**src/fps_pkg.sv**
```systemverilog
package fps_pkg;
  localparam int ADDR_W = 20;
  localparam int DATA_W = 16;
  localparam int SEQ_DEPTH = 6;
  localparam int IDX_W = 3;

  // Register offsets
  localparam logic [7:0] OFF_CTRL = 8'h00;
  localparam logic [7:0] OFF_STATUS = 8'h04;
  localparam logic [7:0] OFF_TADDR = 8'h08;
  localparam logic [7:0] OFF_TDATA = 8'h0c;
  localparam logic [7:0] OFF_RDATA = 8'h10;
  localparam logic [7:0] OFF_SEQCNT = 8'h14;
  localparam logic [7:0] OFF_EXITA = 8'h18;
  localparam logic [7:0] OFF_EXITD = 8'h1c;
  localparam logic [1:0] SEQ_WIN = 2'h1;

  // Control fields
  localparam int CTRL_GO_BIT = 0;
  localparam int CTRL_OP_LSB = 1;
  localparam int CTRL_RST_BIT = 4;
  localparam int CTRL_CFG_LSB = 8;

  // Operations
  localparam logic [2:0] OP_SEQ = 3'h0;
  localparam logic [2:0] OP_PROG = 3'h1;
  localparam logic [2:0] OP_READ = 3'h2;
  localparam logic [2:0] OP_CFG = 3'h3;
  localparam logic [2:0] OP_EXIT = 3'h4;

  // Status fields
  localparam int ST_BUSY = 0;
  localparam int ST_DONE = 1;
  localparam int ST_FAIL = 2;
  localparam int ST_SUPPLY = 3;
  localparam int ST_REFUSED = 4;
  localparam int ST_CFG_LSB = 6;
  localparam int ST_LOCK = 8;

  // Device status bits on the data pins
  localparam int POLL_STATUS_BIT = 7;
  localparam int TOGGLE_STATUS_BIT = 6;
  localparam int OP_FAIL_BIT = 5;
  localparam int SUPPLY_LOW_BIT = 3;
  localparam int LOCK_FLAG_BIT = 0;

  // Status mode configuration values
  localparam logic [1:0] CFG_AUTO = 2'h0;
  localparam logic [1:0] CFG_HOLD = 2'h1;
  localparam logic [1:0] CFG_RESET = 2'h0;

  // Reset values
  localparam logic [ADDR_W-1:0] ADDR_RESET = 20'h00000;
  localparam logic [DATA_W-1:0] DATA_RESET = 16'h0000;
  localparam logic [IDX_W-1:0] SEQCNT_RESET = 3'h0;

  // Pin cycle phases, one clock of 100 ns each
  localparam logic [2:0] PH_IDLE = 3'h0;
  localparam logic [2:0] PH_GAP = 3'h1;
  localparam logic [2:0] PH_SETUP = 3'h2;
  localparam logic [2:0] PH_STROBE = 3'h3;
  localparam logic [2:0] PH_HOLD = 3'h4;
  localparam logic [2:0] PH_END = 3'h5;
endpackage

```
**src/fps_seq_if.sv**
```systemverilog
`timescale 1ns/1ns
interface fps_seq_if;
  logic weAddr;
  logic weData;
  logic [fps_pkg::IDX_W-1:0] wIdx;
  logic [fps_pkg::ADDR_W-1:0] wWord;
  logic [fps_pkg::IDX_W-1:0] rIdx;
  logic [fps_pkg::ADDR_W+fps_pkg::DATA_W-1:0] rdata;
  modport ctrl (output weAddr, weData, wIdx, wWord, rIdx, input rdata);
  modport mem (input weAddr, weData, wIdx, wWord, rIdx, output rdata);
endinterface

```
**src/fps_host_ctrl.sv**
```systemverilog
`timescale 1ns/1ns
// Summary of operation
// RULE1 - Program uses unlock cycles plus target write
// RULE2 - Never issue commands while operation runs
// RULE3 - Refuse programs that would raise zero bits
// RULE4 - Flash reset pin frozen during operations
// RULE5 - Config 01 needs exit after success
// RULE6 - Failure always followed by exit command
// RULE7 - Configuration shadow starts at 00
// RULE8 - Flash reset pin leaves configuration alone
// RULE9 - Configuration changed by its own sequence
// RULE10 - Config 00 success means true data back
// RULE11 - Erase reads show zero polling bit
// RULE12 - Config 01 polling bit high when finished
// RULE13 - Next cycle only after true completion
// RULE14 - Completion detected when toggle bit stops
// RULE15 - Failure bit reported as operation failure
// RULE16 - Raising zero bits may flag failure
// RULE17 - Locked sector write ends in failure status
// RULE18 - Failure bit trusted only after recheck
// RULE19 - Supply low reported, then exit issued
// RULE20 - Device reset unlocks every sector
// RULE21 - Lock uses six cycle raw sequence
// RULE22 - Lock flag read from data bit zero
// RULE23 - Only reset or power-up unlocks sectors
// RULE24 - Address before write strobe, data past rise
module fps_host_ctrl (
  input wire logic clk,
  input wire logic rst,
  input wire logic hsel,
  input wire logic [31:0] haddr,
  input wire logic [1:0] htrans,
  input wire logic hwrite,
  input wire logic [2:0] hsize,
  input wire logic [31:0] hwdata,
  input wire logic hready,
  output logic hreadyout,
  output logic hresp,
  output logic [31:0] hrdata,
  output logic [fps_pkg::ADDR_W-1:0] flashAddr,
  output logic flashCeN,
  output logic flashWeN,
  output logic flashOeN,
  output logic flashRstN,
  output logic [fps_pkg::DATA_W-1:0] dqOut,
  output logic dqOeN,
  input wire logic [fps_pkg::DATA_W-1:0] dqIn,
  output logic busy
);
  import fps_pkg::*;

  typedef enum logic [2:0] {
    S_IDLE, S_CHECK, S_SEND, S_TARGET, S_POLL, S_EXIT, S_READ
  } fps_state_e;

  fps_state_e stateReg;
  logic [2:0] opReg;
  logic [7:0] addrReg;
  logic wrPendReg;
  logic [ADDR_W-1:0] tgtAddrReg;
  logic [DATA_W-1:0] tgtDataReg;
  logic [ADDR_W-1:0] exitAddrReg;
  logic [DATA_W-1:0] exitDataReg;
  logic [IDX_W-1:0] seqCntReg;
  logic [IDX_W-1:0] seqIdxReg;
  logic [1:0] cfgReg;
  logic [1:0] cfgReqReg;
  logic holdRstReg;
  logic doneReg;
  logic failReg;
  logic supplyReg;
  logic refusedReg;
  logic [DATA_W-1:0] prevReg;
  logic firstReg;
  logic failCandReg;
  logic [2:0] phaseReg;
  logic cycWrReg;
  logic [DATA_W-1:0] cycRdataReg;

  logic wrEn;
  logic go;
  logic [2:0] goOp;
  logic zeroSeq;
  logic seqHit;
  logic cycReq;
  logic cycWrite;
  logic cycDone;
  logic [ADDR_W-1:0] cycAddr;
  logic [DATA_W-1:0] cycData;
  logic refusedNow;
  logic lastSeq;
  logic toggling;
  logic statBits;
  logic finalFail;
  logic pollNow;
  logic failSet;
  logic finishing;
  logic [31:0] statusWord;
  logic [IDX_W-1:0] cntIn;

  fps_seq_if seqBus ();

  fps_seq_mem uMem (
    .clk(clk),
    .port(seqBus.mem)
  );

  // Bus slave: zero wait state, always OKAY
  assign hreadyout = 1'b1;
  assign hresp = 1'b0;
  assign busy = stateReg != S_IDLE;
  assign flashRstN = !holdRstReg;

  // Writes are dropped while busy so an operation sees stable settings
  assign wrEn = wrPendReg && stateReg == S_IDLE; // see RULE2
  assign go = wrEn && addrReg == OFF_CTRL && hwdata[CTRL_GO_BIT];
  assign goOp = hwdata[CTRL_OP_LSB +: 3];
  assign zeroSeq = (goOp == OP_SEQ || goOp == OP_CFG) && seqCntReg == SEQCNT_RESET;
  assign seqHit = addrReg[7:6] == SEQ_WIN && addrReg[5:3] < IDX_W'(SEQ_DEPTH);
  assign cntIn = hwdata[IDX_W-1:0] > IDX_W'(SEQ_DEPTH) ? IDX_W'(SEQ_DEPTH) : hwdata[IDX_W-1:0];

  assign seqBus.weAddr = wrEn && seqHit && !addrReg[2];
  assign seqBus.weData = wrEn && seqHit && addrReg[2];
  assign seqBus.wIdx = addrReg[5:3];
  assign seqBus.wWord = hwdata[ADDR_W-1:0];
  assign seqBus.rIdx = seqIdxReg;

  always_comb begin
    statusWord = 32'h0;
    statusWord[ST_BUSY] = busy;
    statusWord[ST_DONE] = doneReg;
    statusWord[ST_FAIL] = failReg;
    statusWord[ST_SUPPLY] = supplyReg;
    statusWord[ST_REFUSED] = refusedReg;
    statusWord[ST_CFG_LSB +: 2] = cfgReg;
    statusWord[ST_LOCK] = cycRdataReg[LOCK_FLAG_BIT]; // see RULE22
  end

  always_ff @(posedge clk or posedge rst) begin
    if (rst) begin
      addrReg <= 8'h00;
      wrPendReg <= 1'b0;
      hrdata <= 32'h0;
    end else begin
      wrPendReg <= 1'b0;
      if (hsel && htrans[1] && hready) begin
        addrReg <= haddr[7:0];
        wrPendReg <= hwrite && hsize == 3'h2;
        hrdata <= 32'h0;
        if (!hwrite) begin
          case (haddr[7:0])
            OFF_CTRL: hrdata <= {22'h0, cfgReqReg, 3'h0, holdRstReg, opReg, 1'b0};
            OFF_STATUS: hrdata <= statusWord;
            OFF_TADDR: hrdata <= {12'h0, tgtAddrReg};
            OFF_TDATA: hrdata <= {16'h0, tgtDataReg};
            OFF_RDATA: hrdata <= {16'h0, cycRdataReg};
            OFF_SEQCNT: hrdata <= {29'h0, seqCntReg};
            OFF_EXITA: hrdata <= {12'h0, exitAddrReg};
            OFF_EXITD: hrdata <= {16'h0, exitDataReg};
            default: hrdata <= 32'h0;
          endcase
        end
      end
    end
  end

  always_ff @(posedge clk or posedge rst) begin
    if (rst) begin
      tgtAddrReg <= ADDR_RESET;
      tgtDataReg <= DATA_RESET;
      exitAddrReg <= ADDR_RESET;
      exitDataReg <= DATA_RESET;
      seqCntReg <= SEQCNT_RESET;
      cfgReqReg <= CFG_RESET;
      holdRstReg <= 1'b0;
    end else if (wrEn) begin
      case (addrReg)
        OFF_CTRL: begin
          holdRstReg <= hwdata[CTRL_RST_BIT]; // see RULE4 see RULE20 see RULE23
          cfgReqReg <= hwdata[CTRL_CFG_LSB +: 2];
        end
        OFF_TADDR: tgtAddrReg <= hwdata[ADDR_W-1:0];
        OFF_TDATA: tgtDataReg <= hwdata[DATA_W-1:0];
        OFF_SEQCNT: seqCntReg <= cntIn;
        OFF_EXITA: exitAddrReg <= hwdata[ADDR_W-1:0];
        OFF_EXITD: exitDataReg <= hwdata[DATA_W-1:0];
        default: ;
      endcase
    end
  end

  // What each state puts on the pins
  always_comb begin
    cycReq = stateReg != S_IDLE;
    cycWrite = stateReg == S_SEND || stateReg == S_TARGET || stateReg == S_EXIT;
    cycAddr = tgtAddrReg;
    cycData = tgtDataReg;
    case (stateReg)
      S_SEND: begin
        cycAddr = seqBus.rdata[ADDR_W+DATA_W-1:DATA_W]; // see RULE21 see RULE9
        cycData = seqBus.rdata[DATA_W-1:0];
      end
      S_EXIT: begin
        cycAddr = exitAddrReg;
        cycData = exitDataReg;
      end
      default: ;
    endcase
  end

  assign cycDone = phaseReg == PH_END;

  // Pin cycle: gap lets the sequence memory settle, write strobe is one clock wide, output enable two
  always_ff @(posedge clk or posedge rst) begin
    if (rst) begin
      phaseReg <= PH_IDLE;
      flashAddr <= ADDR_RESET;
      dqOut <= DATA_RESET;
      dqOeN <= 1'b1;
      flashCeN <= 1'b1;
      flashWeN <= 1'b1;
      flashOeN <= 1'b1;
      cycWrReg <= 1'b0;
      cycRdataReg <= DATA_RESET;
    end else begin
      case (phaseReg)
        PH_IDLE: if (cycReq) begin
          phaseReg <= PH_GAP;
        end
        PH_GAP: begin
          flashAddr <= cycAddr;
          dqOut <= cycData;
          cycWrReg <= cycWrite;
          dqOeN <= !cycWrite;
          flashCeN <= 1'b0;
          phaseReg <= PH_SETUP;
        end
        PH_SETUP: begin
          if (cycWrReg) begin
            flashWeN <= 1'b0; // see RULE24
          end else begin
            flashOeN <= 1'b0;
          end
          phaseReg <= PH_STROBE;
        end
        PH_STROBE: begin
          flashWeN <= 1'b1; // see RULE24
          phaseReg <= PH_HOLD;
        end
        PH_HOLD: begin
          if (!cycWrReg) begin
            cycRdataReg <= dqIn;
          end
          flashOeN <= 1'b1;
          phaseReg <= PH_END;
        end
        PH_END: begin
          flashCeN <= 1'b1;
          dqOeN <= 1'b1;
          phaseReg <= PH_IDLE;
        end
        default: phaseReg <= PH_IDLE;
      endcase
    end
  end

  assign refusedNow = (tgtDataReg & ~cycRdataReg) != DATA_RESET; // see RULE3 see RULE16
  assign lastSeq = seqIdxReg == seqCntReg - IDX_W'(1);
  assign toggling = cycRdataReg[TOGGLE_STATUS_BIT] != prevReg[TOGGLE_STATUS_BIT]; // see RULE14
  assign statBits = cycRdataReg[OP_FAIL_BIT] || cycRdataReg[SUPPLY_LOW_BIT]; // see RULE15
  // Config 00 reads back data; config 01 shows status until exit
  assign finalFail = cfgReg == CFG_AUTO ? cycRdataReg != tgtDataReg // see RULE10 see RULE11
                                         : statBits || !cycRdataReg[POLL_STATUS_BIT]; // see RULE12
  assign pollNow = cycDone && stateReg == S_POLL && !firstReg;
  // A failure bit seen while toggling is trusted only on a second read
  assign failSet = pollNow && (toggling ? statBits && failCandReg : finalFail); // see RULE18
  assign finishing = cycDone && (stateReg == S_EXIT || stateReg == S_READ
    || (stateReg == S_CHECK && refusedNow)
    || (stateReg == S_SEND && lastSeq && opReg != OP_PROG)
    || (pollNow && !toggling && !finalFail && cfgReg != CFG_HOLD));

  always_ff @(posedge clk or posedge rst) begin
    if (rst) begin
      stateReg <= S_IDLE;
      opReg <= OP_SEQ;
      seqIdxReg <= SEQCNT_RESET;
      firstReg <= 1'b1;
      failCandReg <= 1'b0;
      prevReg <= DATA_RESET;
    end else begin
      case (stateReg)
        S_IDLE: if (go) begin
          opReg <= goOp;
          seqIdxReg <= SEQCNT_RESET;
          firstReg <= 1'b1;
          failCandReg <= 1'b0;
          case (goOp)
            OP_PROG: stateReg <= S_CHECK;
            OP_READ: stateReg <= S_READ;
            OP_EXIT: stateReg <= S_EXIT;
            OP_SEQ, OP_CFG: stateReg <= zeroSeq ? S_IDLE : S_SEND;
            default: stateReg <= S_IDLE;
          endcase
        end
        S_CHECK: if (cycDone) begin
          if (refusedNow) begin
            stateReg <= S_IDLE;
          end else begin
            stateReg <= seqCntReg == SEQCNT_RESET ? S_TARGET : S_SEND;
          end
        end
        S_SEND: if (cycDone) begin
          if (lastSeq) begin
            stateReg <= opReg == OP_PROG ? S_TARGET : S_IDLE; // see RULE1
          end else begin
            seqIdxReg <= seqIdxReg + IDX_W'(1);
          end
        end
        S_TARGET: if (cycDone) begin
          stateReg <= S_POLL;
        end
        S_POLL: if (cycDone) begin
          firstReg <= 1'b0;
          prevReg <= cycRdataReg;
          if (!firstReg) begin
            if (toggling) begin
              failCandReg <= statBits;
              if (statBits && failCandReg) begin
                stateReg <= S_EXIT; // see RULE6 see RULE17
              end
            end else if (finalFail || cfgReg == CFG_HOLD) begin
              stateReg <= S_EXIT; // see RULE5 see RULE6 see RULE19
            end else begin
              stateReg <= S_IDLE; // see RULE13
            end
          end
        end
        S_EXIT, S_READ: if (cycDone) begin
          stateReg <= S_IDLE;
        end
        default: stateReg <= S_IDLE;
      endcase
    end
  end

  // Flags set while busy (done also by a go with an empty sequence) and cleared only by go, so the two never meet
  always_ff @(posedge clk or posedge rst) begin
    if (rst) begin
      doneReg <= 1'b0;
      failReg <= 1'b0;
      supplyReg <= 1'b0;
      refusedReg <= 1'b0;
      cfgReg <= CFG_RESET; // see RULE7
    end else if (go) begin
      doneReg <= zeroSeq;
      failReg <= 1'b0;
      supplyReg <= 1'b0;
      refusedReg <= 1'b0;
      if (zeroSeq && goOp == OP_CFG) begin
        cfgReg <= hwdata[CTRL_CFG_LSB +: 2];
      end
    end else begin
      if (finishing) begin
        doneReg <= 1'b1;
      end
      if (finishing && opReg == OP_CFG) begin
        cfgReg <= cfgReqReg; // see RULE8 see RULE9
      end
      if (failSet) begin
        failReg <= 1'b1; // see RULE15 see RULE17
        supplyReg <= cycRdataReg[SUPPLY_LOW_BIT]; // see RULE19
      end
      if (cycDone && stateReg == S_CHECK && refusedNow) begin
        refusedReg <= 1'b1; // see RULE3
      end
    end
  end
endmodule

```
**src/fps_seq_mem.sv**
```systemverilog
`timescale 1ns/1ns
module fps_seq_mem (
  input wire logic clk,
  fps_seq_if.mem port
);
  import fps_pkg::*;

  logic [ADDR_W-1:0] addrMem [SEQ_DEPTH];
  logic [DATA_W-1:0] dataMem [SEQ_DEPTH];

  for (genvar i = 0; i < SEQ_DEPTH; i++) begin : gEntry
    always_ff @(posedge clk) begin
      if (port.weAddr && port.wIdx == IDX_W'(i)) begin
        addrMem[i] <= port.wWord;
      end
      if (port.weData && port.wIdx == IDX_W'(i)) begin
        dataMem[i] <= port.wWord[DATA_W-1:0];
      end
    end
  end

  // Index is clamped by the reader, so no range check here
  always_ff @(posedge clk) begin
    port.rdata <= {addrMem[port.rIdx], dataMem[port.rIdx]};
  end
endmodule

```
**config.mk**
```make
export PLATFORM = sky130hd
export DESIGN_NAME = fps_host_ctrl
export DESIGN_NICKNAME = d
export VERILOG_FILES = /design/src/fps_pkg.sv /design/src/fps_seq_if.sv /design/src/fps_host_ctrl.sv /design/src/fps_seq_mem.sv
export SDC_FILE = /design/constraint.sdc
export NUM_CORES = 1
export LEC_CHECK = 0
export ABC_CLOCK_PERIOD_IN_PS = 11700
export BUFFER_PORTS_ARGS = -buffer_cell sky130_fd_sc_hd__clkbuf_2
export CAP_MARGIN = 20
export CORE_MARGIN = 4
export CORE_UTILIZATION = 64
export CTS_CLUSTER_DIAMETER = 50
export DETAILED_ROUTE_END_ITERATION = 7
export PLACE_DENSITY = 0.85
export SYNTH_ARGS = -nofsm -noshare
export SYNTH_HDL_FRONTEND = slang
export SYNTH_SLANG_ARGS = --single-unit
```
**constraint.sdc**
```tcl
create_clock -name clk -period 11.7 [get_ports clk]
set_input_delay 2.34 -clock clk [delete_from_list [all_inputs] [get_ports clk]]
set_output_delay 2.34 -clock clk [all_outputs]
set_load 0.1 [all_outputs]
```
==> results of run 1 <==
==> power breakdown <==
group | total, mW | switching, mW | internal (mW)
Sequential | 1.87 | 0.132 | 1.74
Combinational | 0.903 | 0.736 | 0.166
Clock | 1.28 | 0.558 | 0.719
Total | 4.05 | 1.43 | 2.62
==> per-layer routing <==
| layer | global-route usage | vias to the layer above | share of wire |
|---|---|---|---|
| met5 | 0 | - | 0 |
| met1 | 0.388 | 5938 | 0.38 |
| met4 | 0.108 | 0 | 0.038 |
| met3 | 0.0484 | 118 | 0.080 |
| met2 | 0.493 | 594 | 0.51 |
| li1 | - | 5080 | - |
==> final cells by class <==
class                   instances  area [um^2]
clock buffers                  65         1220
clock inverters                12         67.6
fillers                      1774         7570
inverters                      27          109
multi-input cells             771         5730
flip-flops and latches        437        11800
well taps                     378          473
repair buffers                140          766
==> layout by cell type, fill, tap and decap left out, types with 7 or more instances in the layout <==
| cell type | count |
|---|---|
| clkbuf_2 | 114 |
| nor2b_1 | 7 |
| dfxtp_1 | 36 |
| nand4_1 | 7 |
| ha_1 | 19 |
| mux2i_1 | 50 |
| buf_4 | 26 |
| conb_1 | 14 |
| nor3_1 | 11 |
| mux2_1 | 60 |
| nor2_1 | 98 |
| o21ai_0 | 45 |
| edfxtp_1 | 216 |
| nor4_1 | 8 |
| a21oi_1 | 62 |
| a22o_1 | 12 |
| nand3_1 | 11 |
| mux4_2 | 37 |
| dfrtp_1 | 178 |
| clkbuf_1 | 16 |
| o21ai_1 | 8 |
| nand2_1 | 117 |
| inv_1 | 26 |
| clkbuf_16 | 43 |
| a22oi_1 | 56 |
| a31oi_1 | 39 |
| mux2_2 | 21 |
| clkinv_2 | 7 |
==> stage by stage <==
stage	total power, mW	setup slack [ns]	area [um^2]
global placement	2.76	7.32	18900
global route	4.18	7.21	20200
CTS	4.05	7.30	20200
detailed placement	2.78	7.27	18900
floorplan	2.56	4.34	18100
finish	4.05	7.29	20200
==> critical path, delay by kind of cell, from the launching register on <==
kind                   cells  cell delay (ns)
flip-flops                 1             0.57
buffers and inverters      2             0.73
AND/OR/NAND/NOR            1             0.24
==> logic make-up after synthesis <==
kind of cell | share of synthesized area
compound gates | 0.0887
fa+ha+maj | 0.0132
buf+inv | 0.0305
mux | 0.126
xor+xnor | 0.00340
other cells | 0.000417
flops | 0.658
simple gates | 0.0805
==> registers in the layout, summed over array words and instances, names as in the netlist, 8 cells and up <==
signal           flops
addrReg              8
exitDataReg         16
uMem.addrMem       120
dqOut               16
hrdata              20
exitAddrReg         20
uMem.dataMem        96
flashAddr           20
uMem.port.rdata     36
tgtDataReg          16
tgtAddrReg          20
cycRdataReg         16
==> worst paths after layout <==
kind / startpoint / endpoint / slack [ns] / depth (start not counted)
setup / recovery: stateReg[2] / busy / 7.29 / 3
hold / removal: firstReg / firstReg / 0.48 / 2
setup reg to reg: stateReg[0] / tgtAddrReg[5] / 8.76 / 5
hold reg to reg: firstReg / firstReg / 0.48 / 2
max in group asynchronous: rst / seqBus.rIdx[0] / 8.22 / 3
min in group asynchronous: rst / cycWrReg / 1.94 / 2
==> out/metrics.cfg, run 1 <==
[sta]
fmax_mhz=227
whs_ns=0.477
worst_slew_pin_slew_ns=1.13
relSlewSlack=0.243
period_share=0.377
final.setup.tns_ns=0
slew_violations=0
rsz0062_at_grt=false
hold_viol_final=0
period_needed_ns=4.41
finalClockSkew_ns=0.0197
setup_viol=0

[power]
power.leakage_nw=8.14
power_density_nw_per_um2=200
vdd_ir_drop_max_v=0.000196

[global_routing]
grt_overflow=0
antenna_found_initial=0
grt_pass1_wl_mm=68.8
grt_pass1_vias=11700
grt_max_degree=110
track_usage=0.292

[floorplanning]
die_area_um2=30900
fp.dieH_um=176
core_area_um2=27800
num_rows=61
pin_count=166
die_w_um=176
initial_core_util=0.648

[worst_setup_path]
crit_arrival_ns=2.07
critPathKind=reg2out
cp_cell_sequence=inv_1 -> nand2_1 -> clkbuf_2
end_kind=output pin
cp_slowest_cell=dfrtp_1
path_max_fanout=11
crit_path_start_kind=flop
worstPathRequired_ns=9.36
slowest_delay_ns=0.57

[drt]
drtIter0Drc=1370
routed_wl_mm=45.0
vias_per_cell=6.41
antenna_left=0
firstDrtPassIters=8
vias=11700
wire_per_inst_um=24.6
drc=0

[synthesis]
synth.top_cells.by_area=edfxtp_1 (36%), dfrtp_1 (25%), mux4_2 (4.6%)
synth_largest_area_cell=edfxtp_1
postSynthAreaPerCell_um2=13.7
yosysMostFrequentCell=edfxtp_1
yosys_warnings=0
synth_seq_cells=437
synthArstFlopShare=0.423
yosys.area.top_type_share=0.360
synthCells=1315
synth.distinct_cells=72
ys.flop_type=edfxtp_1
synth_commonest_cells=edfxtp_1 (216), dfrtp_1 (180), nand2_1 (117)
synth_seq_area_share=0.658
syn_area_um2=18000
synth_edf_count=216

[cts]
post_cts_buffers=0
clock_tree.htree_level_count=2
ctsLongestPathBuffers=3
cts_inserted_buffers=43
cts_tree=done
cts_resized=0
insertion_delay_ns=0.54
cts_root_buf=clkbuf_16
cts_sinks=437
clkSlewWorstSetupHoldPaths_ns=0.06
ctsHoldBuffers=0

[layout]
fin_nets=1529
area_growth_syn_to_layout_pct=12.2
n_antenna_cell=0
fin_util=0.727
instances_no_fill=1830
drive_gt1_frac=0.202

[flow_run]
maxCapViolCount=0

[place]
dpl.hpwl_mm=28.9
gp_congestion=0.961
dp.cells=1753
port_buffers=114

[min_path]
min-delay-path-class=reg2reg

[run_status]
outcome=finished clean

No activity file was read; power rests on OpenSTA's default activity.
==> run 2: changes to the inputs <==
- ABC_CLOCK_PERIOD_IN_PS: 11700 -> 4000
- CORE_UTILIZATION: 64 -> 53
- PLACE_DENSITY: 0.85 -> 0.75
- clock period: 11.7 -> 4 ns (I/O delays scaled with it)
==> run 2 against run 1 <==
  * Flip-flop and latch count stayed put
  * Highest routed layer unchanged
  * Clock power grew to 3.4 times the previous value
  * Critical path type unchanged
  * Register-to-register slack worse by 7.5 ns
  * Count of clock-buffer cells in the layout is 4 lower
  * Sequential power grew to 2.9 times the previous value
  * Final area is 2.3% higher
  * Cell count is 4.5% higher
  * Worst setup slack worse by 6.3 ns
  * Global-route usage is 4.4 points lower
  * Hold slack worse by 0.18 ns
  * Largest power group unchanged
  * Routed wire length is 2.2% higher
==> out/metrics.cfg, run 2 (synthesis gave the netlist of run 1 again) <==
[run_status]
outcome=finished clean

[worst_setup_path]
path_depth=3
worstPathRequired_ns=3.20
critPathKind=reg2out
crit_path_end=busy
crit_path_start_kind=flop
path_max_fanout=11
cp_cell_sequence=inv_1 -> nand2_1 -> clkbuf_2
end_kind=output pin
startpoint=stateReg[2]
cp_top_family=buffers and inverters
r2r_slack_ns=1.27
r2r_start=tgtDataReg[9]
r2r_cells=7
cp_slowest_cell=dfrtp_1
rr_endpoint=cfgReg[0]
slowest_delay_ns=0.61
path_buf_inv=2
crit_arrival_ns=2.19

[place]
gp_congestion=0.935
dpl.hpwl_mm=29.7
dp.cells=1828
port_buffers=114

[layout]
drive_gt1_frac=0.214
fillers=2460
instances_no_fill=1913
layout_commonest_cell=edfxtp_1
fin_util=0.616
fin_nets=1537
multi_input_area_um2=5730
largest_reg_flops=120
regMostFlops=uMem.addrMem
regArea_um2=11800
top_regs=uMem.addrMem x120, uMem.dataMem x96, uMem.port.rdata x36
n_antenna_cell=0
layout_common_cells=edfxtp_1 (216), dfrtp_1 (178), nand2_1 (117), clkbuf_2 (114), nor2_1 (98)
area_growth_syn_to_layout_pct=14.8

[min_path]
min-delay-path-class=in2async

[cts]
cts_inserted_buffers=45
insertion_delay_ns=0.56
ctsLongestPathBuffers=3
ctsHoldBuffers=0
clock_tree.htree_level_count=2
cts_sinks=437
post_cts_buffers=0
cts_resized=0
cts_tree=done
cts_root_buf=clkbuf_16
clkSlewWorstSetupHoldPaths_ns=0.06

[drt]
drtIter0Drc=1030
antenna_left=0
drc=0
vias=11600
firstDrtPassIters=6
wire_per_inst_um=24.1
vias_per_cell=6.05
routed_wl_mm=46.0

[sta]
final.setup.tns_ns=0
relSlewSlack=0.404
slew_violations=0
hold_viol_final=0
setup_viol=0
finalClockSkew_ns=0.0168
worst_slew_pin_slew_ns=0.888
period_share=0.747
rsz0062_at_grt=false
fmax_mhz=335
period_needed_ns=2.99

[flow_run]
maxCapViolCount=0

[global_routing]
grt_pass1_wl_mm=68.9
grt_overflow=0
grt_max_degree=87
grt_pass1_vias=11500
antenna_found_initial=0
track_usage=0.247

[floorplanning]
fp.dieH_um=192
num_rows=67
core_area_um2=33500
die_area_um2=37000
die_w_um=192
initial_core_util=0.537
pin_count=166

[power]
vdd_ir_drop_max_v=0.000649
power_density_nw_per_um2=604
power.leakage_nw=8.32

## run 2: changes by cell type in the layout (fill, tap and decap cells not counted), sizes merged
cell	delta
inv	+1
clkbuf	-4
clkinv	+3
bufinv	+6
clkinvlp	+1
buf	+6
## run 2: layer usage
layer  track usage  vias up  wire length, um
met1         0.337     5909            18700
met2         0.403      451            22400
met3        0.0568      108             3380
li1              -     5104                -
met4        0.0730        0             1520
met5             0        -                0
## run 2: worst min-delay path by stage
stage	cells past startpoint	start	slack, ns	to
final	2	rst	0.29	stateReg[1]
after global routing	2	rst	0.34	stateReg[2]
after CTS	2	rst	0.30	stateReg[2]
after detailed placement	2	flashCeN	0.46	flashCeN
after global placement	2	flashCeN	0.45	flashCeN
after floorplan	2	failCandReg	0.45	failCandReg
## run 2: through the flow
step / hold WS [ns] / cell area (um^2) / total power, mW / worst slack [ns]
2_1_floorplan: 0.449 / 18100 / 7.49 / 0.541
3_3_place_gp: 0.448 / 19100 / 8.10 / 1.14
3_5_place_dp: 0.458 / 19100 / 8.14 / 1.12
4_1_cts: 0.300 / 20600 / 12.5 / 0.990
5_1_grt: 0.340 / 20700 / 12.9 / 0.900
6_report: 0.292 / 20700 / 12.5 / 1.01
## run 2: worst register-to-register path, cell delays in order (launching register included)
cell	delay (ns)
dfrtp_1	0.45
ha_1	0.24
nor4_1	0.61
a41oi_1	0.27
a211oi_1	0.32
o21ai_2	0.11
a22oi_2	0.28
mux2_4	0.33
## run 2: layout make-up
cell class | instances | share of cell area
multi-input combinational | 771 | 0.277
clock buffer | 61 | 0.0613
inverter | 27 | 0.00508
clock inverter | 23 | 0.0148
tap | 448 | 0.0271
timing repair buffer | 146 | 0.0414
sequential | 437 | 0.573
## run 2: power by group
part / internal [mW] / switching (mW) / total, mW
registers: 5.08 / 0.384 / 5.46
logic: 0.492 / 2.15 / 2.64
clock network: 2.63 / 1.75 / 4.38
==> run 3: changes to the inputs <==
- ABC_CLOCK_PERIOD_IN_PS: 4000 -> 2600
- clock period: 4 -> 2.6 ns (I/O delays scaled with it)
==> run 3 against run 2 <==
  * Critical path depth rose by 1
  * Worst setup slack got worse by 0.91 ns
  * Final area rose by 2.4%
  * Utilization rose by 1.5 points
  * First-iteration DRC count rose by 4.0%
  * Count of clock-buffer cells in the layout fell by 6
  * Register-to-register slack got worse by 1.1 ns
  * Sequential share of layout area fell by 1.3 points
  * Non-clock buffer count rose by 33
  * Hold slack got worse by 0.14 ns
  * Clock skew rose by 0.020 ns
  * Critical path type unchanged
  * Critical endpoint unchanged
==> out/metrics.cfg, run 3 (synthesis gave the netlist of run 1 again) <==
[power]
vdd_ir_drop_max_v=0.00140
power_density_nw_per_um2=924
total_power_mw=19.6
power.leakage_nw=8.54

[drt]
wire_per_inst_um=24.4
antenna_left=0
routed_wl_mm=47.5
drc=0
firstDrtPassIters=6
vias_per_cell=6.06
drtIter0Drc=1071
vias=11800

[worst_setup_path]
crit_arrival_ns=1.98
critPathKind=reg2out
crit_path_start_kind=flop
end_kind=output pin
worstPathRequired_ns=2.08
path_max_fanout=10

[sta]
worst_slack_ns=0.100
period_needed_ns=2.50
period_share=0.961
worst_slew_pin_slew_ns=0.861
fmax_mhz=400
hold_viol_final=0
slew_violations=0
relSlewSlack=0.426
final.setup.tns_ns=0
setup_viol=0
rsz0062_at_grt=false
finalClockSkew_ns=0.0372

[floorplanning]
initial_core_util=0.537
core_area_um2=33500
die_w_um=192
die_area_um2=37000
pin_count=166
num_rows=67
fp.dieH_um=192

[cts]
post_cts_buffers=0
cts_root_buf=clkbuf_16
clkSlewWorstSetupHoldPaths_ns=0.07
ctsLongestPathBuffers=3
cts_inserted_buffers=45
cts_tree=done
insertion_delay_ns=0.58
cts_sinks=437
clock_tree.htree_level_count=2

[layout]
layout_commonest_cell=edfxtp_1
drive_gt1_frac=0.230
instances_no_fill=1945
fin_nets=1570
n_antenna_cell=0
regMostFlops=uMem.addrMem
top_regs=uMem.addrMem x120, uMem.dataMem x96, uMem.port.rdata x36
area_growth_syn_to_layout_pct=17.5
fillers=2500
multi_input_area_um2=5760
regArea_um2=11800
layout_common_cells=edfxtp_1 (216), dfrtp_1 (178), nand2_1 (117), clkbuf_2 (113), nor2_1 (98)
largest_reg_flops=120
fin_util=0.631

[place]
dpl.hpwl_mm=31.2
port_buffers=114
post-place-ws_ns=0.190
dp.cells=1861
gp_congestion=0.936

[global_routing]
track_usage=0.258
antenna_found_initial=0
grt_overflow=0
grt_max_degree=76
grt_pass1_vias=11900
grt_pass1_wl_mm=71.4

[flow_run]
maxCapViolCount=0

[min_path]
min-delay-path-class=in2reg

[run_status]
outcome=finished clean

==> run 3: metal layers <==
metal  share of wire  wire [um]  vias to the layer above  track usage
met2            0.50      23900                      501        0.431
met1            0.39      18500                     6037        0.353
met4           0.026       1220                        0       0.0735
li1                -          -                     5174            -
met3           0.082       3890                       80       0.0450
met5               0          0                        -            0
==> run 3: final timing paths <==
| kind | start | to | slack [ns] | cells after the start |
|---|---|---|---|---|
| worst min register to register | flashCeN | flashCeN | 0.46 | 2 |
| max in group asynchronous | rst | tgtDataReg[1] | 1.24 | 5 |
| worst max-delay path | stateReg[2] | busy | 0.10 | 4 |
| worst min-delay path | dqIn[10] | cycRdataReg[10] | 0.15 | 3 |
| worst max register to register | stateReg[1] | uMem.addrMem[3][1] | 0.19 | 5 |
| min in group asynchronous | rst | failReg | 0.55 | 3 |
==> run 3: through the flow <==
stage | instance area [um^2] | hold WS (ns)
6_report | 21200 | 0.152
4_1_cts | 21200 | 0.143
3_5_place_dp | 19500 | 0.456
5_1_grt | 21200 | 0.148
3_3_place_gp | 19500 | 0.447
2_1_floorplan | 18100 | 0.449
==> run 3: power breakdown <==
group          switching (mW)  leakage [nW]  internal (mW)
Combinational            3.37          3.35          0.817
Sequential              0.557          4.41           7.82
Clock                    2.73         0.776           4.27
==> run 3: repair_timing <==
item / 4_1_cts / 5_1_grt
hold buffers: 1 / 0
endpoints found under the setup margin: 1 / 1
endpoints found under the hold margin: 10 / 0
resized for setup: 1 / 1
==> run 3: area by class of cell <==
cell class	count	share of cell area
clock inverter	28	0.0190
timing repair buffer	179	0.0597
tap	448	0.0265
multi-input combinational	771	0.272
clock buffer	55	0.0579
inverter	27	0.00497
sequential	437	0.560
==> run 3: worst max-delay path, cell delays in order (launching register included) <==
cell,delay (ns)
dfrtp_1,0.42
buf_4,0.19
inv_1,0.21
nand2_1,0.25
clkbuf_4,0.35
